===== src/core/gpio_mux_pkg.sv =====
package gpio_mux_pkg;

    // port shape
    localparam int              PORT_W      = 12;
    localparam int              FUNC_W      = 2;
    localparam int              PERIPH_N    = 3;

    // positions of the two-wire bus pins within the port
    localparam int              TW_CLK_BIT  = 4;
    localparam int              TW_DAT_BIT  = 5;
    localparam logic [11:0]     TW_MASK     = 12'h030;

    // function select codes
    localparam logic [1:0]      FUNC_GPIO   = 2'h0;

    // reset values
    localparam logic [11:0]     DIR_RST     = 12'h000;
    localparam logic [11:0]     OUT_RST     = 12'h000;
    localparam logic [11:0]     PULLUP_RST  = 12'hfcf;
    localparam logic [11:0]     PULLDN_RST  = 12'h000;
    localparam logic [11:0]     IRQ_RST     = 12'h000;

    typedef enum logic [3:0] {
        SEL_OUT_ALL,
        SEL_OUT_SET,
        SEL_OUT_CLR,
        SEL_DIR,
        SEL_PULL_UP,
        SEL_PULL_DN,
        SEL_IRQ_LEVEL,
        SEL_IRQ_BOTH,
        SEL_IRQ_POL,
        SEL_IRQ_EN,
        SEL_IRQ_CLR
    } wr_sel_t;

    typedef struct packed {
        logic        en;
        wr_sel_t     sel;
        logic [11:0] data;
    } cfg_wr_t;

    typedef struct packed {
        logic [11:0] level;
        logic [11:0] both;
        logic [11:0] pol;
        logic [11:0] en;
    } irq_cfg_t;

endpackage


===== src/core/gpio_port_with_pin_mux.sv =====
`timescale 1ns/1ns
// Functional notes
// - each pin connects to its selected peripheral function or to GPIO control
// - pins not given to a peripheral are driven and sensed by GPIO registers
// - every bit has its own direction, changeable at run time
// - one write sets or clears any subset of output bits, others kept
// - one write loads the whole output value
// - every pin can interrupt on level, rising, falling or both edges
// - after reset pins are inputs with pull-up, except two-wire pins
// - each pin except two-wire pins has programmable pull-up or pull-down
// - twelve-bit port, per-bit direction and function select
module gpio_port_with_pin_mux #(
    parameter int PORT_W = gpio_mux_pkg::PORT_W
) (
    // clock and reset
    input  wire logic                                     clock,
    input  wire logic                                     rst_n,
    // configuration write port
    input  wire gpio_mux_pkg::cfg_wr_t                    cfg_wr,
    input  wire logic [PORT_W-1:0][gpio_mux_pkg::FUNC_W-1:0] func_sel,
    // status
    output logic      [PORT_W-1:0]                        port_rd_data,
    output logic      [PORT_W-1:0]                        irq_status,
    output logic      [PORT_W-1:0]                        irq_line,
    // peripheral side
    input  wire logic [gpio_mux_pkg::PERIPH_N-1:0][PORT_W-1:0] periph_out,
    input  wire logic [gpio_mux_pkg::PERIPH_N-1:0][PORT_W-1:0] periph_oe,
    output logic      [gpio_mux_pkg::PERIPH_N-1:0][PORT_W-1:0] periph_in,
    // pads
    input  wire logic [PORT_W-1:0]                        pin_in,
    output logic      [PORT_W-1:0]                        pin_out,
    output logic      [PORT_W-1:0]                        pin_oe,
    output logic      [PORT_W-1:0]                        pull_up_en,
    output logic      [PORT_W-1:0]                        pull_dn_en
);
    // write data, pull masks and interrupt fields are all twelve bits wide
    if (PORT_W != gpio_mux_pkg::PORT_W) begin
        $error("port width must be 12");
    end

    logic [PORT_W-1:0] pin_level;
    logic [PORT_W-1:0] out_reg,    out_next;
    logic [PORT_W-1:0] dir_reg,    dir_next;
    logic [PORT_W-1:0] pu_reg,     pu_next;
    logic [PORT_W-1:0] pd_reg,     pd_next;
    logic [PORT_W-1:0] prev_reg,   prev_next;
    logic [PORT_W-1:0] stat_reg,   stat_next;
    logic [PORT_W-1:0] rd_reg,     rd_next;
    gpio_mux_pkg::irq_cfg_t icfg_reg, icfg_next;
    logic [PORT_W-1:0] rise, fall, edge_evt, level_evt, clr_mask;

    function automatic logic is_gpio(input logic [gpio_mux_pkg::FUNC_W-1:0] f);
        is_gpio = (f == gpio_mux_pkg::FUNC_GPIO);
    endfunction

    function automatic logic wr_hit(input gpio_mux_pkg::cfg_wr_t w,
                                    input gpio_mux_pkg::wr_sel_t s);
        wr_hit = w.en && (w.sel == s);
    endfunction

    pin_sync #(
        .W (PORT_W)
    ) u_sync (
        .clock    (clock),
        .rst_n    (rst_n),
        .async_in (pin_in),
        .sync_out (pin_level)
    );

    // output, direction and pull configuration
    always_comb begin
        out_next = out_reg;
        dir_next = dir_reg;
        pu_next  = pu_reg;
        pd_next  = pd_reg;
        if (wr_hit(cfg_wr, gpio_mux_pkg::SEL_OUT_ALL)) begin
            out_next = cfg_wr.data;
        end
        if (wr_hit(cfg_wr, gpio_mux_pkg::SEL_OUT_SET)) begin
            out_next = out_reg | cfg_wr.data;
        end
        if (wr_hit(cfg_wr, gpio_mux_pkg::SEL_OUT_CLR)) begin
            out_next = out_reg & ~cfg_wr.data;
        end
        if (wr_hit(cfg_wr, gpio_mux_pkg::SEL_DIR)) begin
            dir_next = cfg_wr.data;
        end
        if (wr_hit(cfg_wr, gpio_mux_pkg::SEL_PULL_UP)) begin
            pu_next = cfg_wr.data & ~gpio_mux_pkg::TW_MASK;
        end
        if (wr_hit(cfg_wr, gpio_mux_pkg::SEL_PULL_DN)) begin
            pd_next = cfg_wr.data & ~gpio_mux_pkg::TW_MASK;
        end
    end

    always_ff @(posedge clock or negedge rst_n) begin
        if (!rst_n) begin
            out_reg <= gpio_mux_pkg::OUT_RST;
            dir_reg <= gpio_mux_pkg::DIR_RST;
            pu_reg  <= gpio_mux_pkg::PULLUP_RST;
            pd_reg  <= gpio_mux_pkg::PULLDN_RST;
        end else begin
            out_reg <= out_next;
            dir_reg <= dir_next;
            pu_reg  <= pu_next;
            pd_reg  <= pd_next;
        end
    end

    // interrupt sensing; a new event beats a clear in the same cycle
    always_comb begin
        icfg_next = icfg_reg;
        if (wr_hit(cfg_wr, gpio_mux_pkg::SEL_IRQ_LEVEL)) begin
            icfg_next.level = cfg_wr.data;
        end
        if (wr_hit(cfg_wr, gpio_mux_pkg::SEL_IRQ_BOTH)) begin
            icfg_next.both = cfg_wr.data;
        end
        if (wr_hit(cfg_wr, gpio_mux_pkg::SEL_IRQ_POL)) begin
            icfg_next.pol = cfg_wr.data;
        end
        if (wr_hit(cfg_wr, gpio_mux_pkg::SEL_IRQ_EN)) begin
            icfg_next.en = cfg_wr.data;
        end
        clr_mask  = wr_hit(cfg_wr, gpio_mux_pkg::SEL_IRQ_CLR) ? cfg_wr.data : '0;
        prev_next = pin_level;
        rise      = pin_level & ~prev_reg;
        fall      = ~pin_level & prev_reg;
        edge_evt  = ~icfg_reg.level
                  & ((icfg_reg.both & (rise | fall))
                  | (~icfg_reg.both & ((icfg_reg.pol & rise) | (~icfg_reg.pol & fall))));
        level_evt = icfg_reg.level & ~(pin_level ^ icfg_reg.pol);
        stat_next = (stat_reg & ~clr_mask & ~icfg_reg.level) | edge_evt | level_evt;
    end

    always_ff @(posedge clock or negedge rst_n) begin
        if (!rst_n) begin
            icfg_reg <= '0;
            prev_reg <= '0;
            stat_reg <= gpio_mux_pkg::IRQ_RST;
        end else begin
            icfg_reg <= icfg_next;
            prev_reg <= prev_next;
            stat_reg <= stat_next;
        end
    end

    // read-back: input bits show sampled pins, output bits the output register value
    always_comb begin
        rd_next = (dir_reg & out_reg) | (~dir_reg & pin_level);
    end

    always_ff @(posedge clock or negedge rst_n) begin
        if (!rst_n) begin
            rd_reg <= '0;
        end else begin
            rd_reg <= rd_next;
        end
    end

    // pin multiplexer
    always_comb begin
        pin_out   = '0;
        pin_oe    = '0;
        periph_in = '0;
        for (int i = 0; i < PORT_W; i++) begin
            if (is_gpio(func_sel[i])) begin
                pin_out[i] = out_reg[i];
                pin_oe[i]  = dir_reg[i];
            end else begin
                for (int k = 0; k < gpio_mux_pkg::PERIPH_N; k++) begin
                    if (int'(func_sel[i]) == k + 1) begin
                        pin_out[i]      = periph_out[k][i];
                        pin_oe[i]       = periph_oe[k][i];
                        periph_in[k][i] = pin_level[i];
                    end
                end
            end
            if (gpio_mux_pkg::TW_MASK[i]) begin
                // open-drain: only ever pull low
                pin_oe[i]  = pin_oe[i] & ~pin_out[i];
                pin_out[i] = 1'b0;
            end
        end
    end

    assign port_rd_data = rd_reg;
    assign irq_status   = stat_reg;
    assign irq_line     = stat_reg & icfg_reg.en;
    assign pull_up_en   = pu_reg;
    assign pull_dn_en   = pd_reg;
endmodule


===== src/core/pin_sync.sv =====
`timescale 1ns/1ns
module pin_sync #(
    parameter int W = 12
) (
    // clock and reset
    input  wire logic         clock,
    input  wire logic         rst_n,
    // levels
    input  wire logic [W-1:0] async_in,
    output logic      [W-1:0] sync_out
);
    logic [W-1:0] stage1_reg;
    logic [W-1:0] stage2_reg;

    always_ff @(posedge clock or negedge rst_n) begin
        if (!rst_n) begin
            stage1_reg <= '0;
            stage2_reg <= '0;
        end else begin
            stage1_reg <= async_in;
            stage2_reg <= stage1_reg;
        end
    end

    assign sync_out = stage2_reg;
endmodule


===== config.mk =====
export PLATFORM = sky130hd
export DESIGN_NAME = gpio_port_with_pin_mux
export DESIGN_NICKNAME = d
export VERILOG_FILES = /design/src/core/gpio_mux_pkg.sv /design/src/core/gpio_port_with_pin_mux.sv /design/src/core/pin_sync.sv
export SDC_FILE = /design/constraint.sdc
export NUM_CORES = 1
export LEC_CHECK = 0
export ABC_AREA = 1
export BUFFER_PORTS_ARGS = -buffer_cell sky130_fd_sc_hd__buf_4
export CORE_UTILIZATION = 51
export DETAILED_ROUTE_END_ITERATION = 8
export GPL_ROUTABILITY_DRIVEN = 0
export GPL_TIMING_DRIVEN = 0
export MAX_ROUTING_LAYER = met4
export PLACE_DENSITY_LB_ADDON = 0.3
export SKIP_LAST_GASP = 1
export SLEW_MARGIN = 5
export SYNTH_ARGS = -nofsm -noshare
export SYNTH_HDL_FRONTEND = slang
export SYNTH_SLANG_ARGS = --single-unit

===== constraint.sdc =====
create_clock -name clock -period 1.3 [get_ports clock]
set_clock_uncertainty 0.15 [all_clocks]
set_input_delay 0.26 -clock clock [delete_from_list [all_inputs] [get_ports clock]]
set_output_delay 0.26 -clock clock [all_outputs]
set_load 0.02 [all_outputs]

==> impl_metrics.yaml <==
status:
  status: "complete, but fails checks"
  violations: "negative hold slack, negative setup slack"
die:
  core_area_um2: 14100
  initial_core_util_pct: 52.9
  io_pins: 247
  die_y_um: 123
  dieWidth_um: 123
  num_rows: 43
  dieArea_um2: 15100
routing:
  routed.top_layer: "met4"
  drtIter0Drc: 728
  met2WireLength_mm: 13.4
  route.detailed.drc: 0
  dr.pass1.iters: 5
  wl_met1_mm: 9.67
  vias_per_cell: 5.52
  drtAntennaViolNets: 0
  routed_wl_mm: 26.1
  wl_met3_mm: 2.20
  wl_per_cell_um: 17.7
  vias: 8139
clock_network:
  clock_latency_ns: 0.43
  cts_buffers: 17
  clock_path_buffers: 2
  cts_max_level: 4
  ctsHoldBuffers: 24
  cts_root_buf: "clkbuf_16"
  clk_pin_slew_ns: 0.06
  cts_num_sinks: 152
  cts_tree: "yes"
final_layout:
  num-fill-cells: 771
  n_antenna_cell: 0
  area_delta_synth_final_pct: 57.9
  largest_reg_flops: 48
  most-common-layout-cells: "261 x buf_4, 229 x nand2_1, 141 x dfrtp_1, 138 x nand3_1, 108 x inv_1"
  drive_gt1_share_pct: 37.9
  fin_cells: 1474
  nets: 1432
  final_common_cell: "buf_4"
logic_synthesis:
  synth_top_area_cell: "dfrtp_1"
  synth.top_cell.area_share_pct: 47.6
  synth_seq_cells: 152
  synth.area.top_cells: "dfrtp_1 48%, nand2_1 12%, nand3_1 9.4%"
  synth_cell_types: 23
  syn_avg_cell_area_um2: 8.25
  seq_area_frac_synth_pct: 51.2
  yosysWarnings: 0
  syn_inst: 904
  synthesis.area_um2: 7460
power_and_ir_drop:
  p_sw_mw: 5.67
  internal_power_mw: 11.7
  p_per_area_nw_per_um2: 1470
  power_frac_seq_pct: 37.3
  p_sw_share_pct: 32.7
  peakVddDrop_uv: 1130
  pwr-share-comb_pct: 32.6
  clkPwrFrac_pct: 30.0
  power_leakage_nw: 5.95
place:
  hpwl_mm: 14.8
  dp.cells: 1330
  port_buffers: 240
timing:
  fmax_mhz: 592
  timing.hold.ws_ns: -0.440
  finalSetupTns_ns: -23.72
  hold_viol: 64
  drv_slew: 0
  layout_min_cycle_time_ns: 1.69
  rsz0062_at_grt: "true"
  tightest_slew_ns: 0.716
  finalSetupViolCount: 124
  slew_headroom_pct: 52.2
  fin_ws_ns: -0.390
  post-route-period-util_pct: 130
global_route:
  grt_pass1_vias: 7614
  grt_pass1_wl_mm: 36.5
  overflow: 0
  grt_max_degree: 111
  antenna_found_initial: 0
  grt_util_all_layers_pct: 33.1
critical_path:
  r2r_cells: 8
  cp.arrival_ns: 1.28
  r2r-start: "u_sync.sync_out[2]"
  r2r_slack_ns: -0.09
  cp-start-kind: "flip-flop"
  critPathCaptureType: "output port"
  crit_type: "flip-flop to output port"
  required_ns: 0.89
  regToRegEndpoint: "irq_status[2]"
  path_max_fanout: 2
hold_path:
  hold_class: "input port to asynchronous set/reset pin"
flow_run:
  maxCapViolCount: 0
## how the worst max path moves through the flow
| stage | startpoint | slack (ns) | cells past startpoint | end |
|---|---|---|---|---|
| floorplan | u_sync.sync_out[0] | -0.07 | 2 | periph_in[0] |
| global placement | rst_n | -0.91 | 1 | u_sync.stage1_reg[11] |
| detailed placement | cfg_wr[14] | -0.51 | 6 | icfg_reg[14] |
| CTS | u_sync.sync_out[6] | -0.34 | 3 | periph_in[6] |
| global route | u_sync.sync_out[5] | -0.42 | 3 | periph_in[5] |
| finish | out_reg[5] | -0.39 | 4 | pin_oe[5] |
## cell usage after synthesis (all sizes together)
cell type and instances:
conb 1, dfstp 10, dfrtp 142, o21ai 98, clkbuf 3, buf 23, a31oi 6, nand2 241
nor3 40, nand3b 12, nand4 18, nand3 141, inv 129, nor2 16, ha 24
## metal layers
layer  up-vias  track usage [%]
met1      3956             38.2
met2       405             55.4
met4         0             14.6
met3        76             7.38
li1       3702                -
met5         -                -
## final cells by class
| class | instances | area (um^2) | area share (%) |
|---|---|---|---|
| flip-flops and latches | 152 | 3820 | 32.4 |
| multi-input cells | 602 | 3400 | 28.9 |
| repair buffers | 353 | 3030 | 25.7 |
| inverters | 129 | 484 | 4.11 |
| clock buffers | 21 | 480 | 4.08 |
| well taps | 180 | 225 | 1.91 |
| plain buffers | 26 | 201 | 1.71 |
| clock inverters | 11 | 144 | 1.22 |
## stage by stage
stage          util [%]  worst slack [ns]  cell area, um^2  power (mW)
4_1_cts            79.9            -0.344            11300        16.7
5_1_grt            83.6            -0.424            11800        18.0
3_5_place_dp       68.1            -0.511             9600        10.6
3_3_place_gp       67.9            -0.911             9560        10.5
2_1_floorplan         -           -0.0733             7540        8.60
6_report           83.6            -0.390            11800        17.3
## critical path: stages (launching register included)
cell     delay, ns
dfrtp_1       0.40
inv_1         0.09
nand4_1       0.12
nand2_1       0.12
buf_6         0.12
## power by group through the flow
stage	combinational (mW)	clock [mW]	sequential [mW]
after floorplan	1.88	0	6.73
after global placement	4.03	0	6.44
after detailed placement	4.14	0	6.47
after CTS	5.11	5.22	6.41
after global routing	6.07	5.43	6.55
final	5.66	5.21	6.47
## timing repair
action,in CTS,in global routing
resized for setup,105,64
pin swaps,48,40
cloned,0,2
setup endpoints to repair,139,149
setup buffers,55,43
hold endpoints to repair,84,42
## cells by family after synthesis
logic type                 synth area share [%]
and+or+nand+nor                            28.8
other                                    0.0503
adders and majority gates                  4.03
buffers and inverters                      8.91
AOI/OAI and AO/OA                          7.08
DFF                                        51.2
No activity file was read; power rests on OpenSTA's default activity.
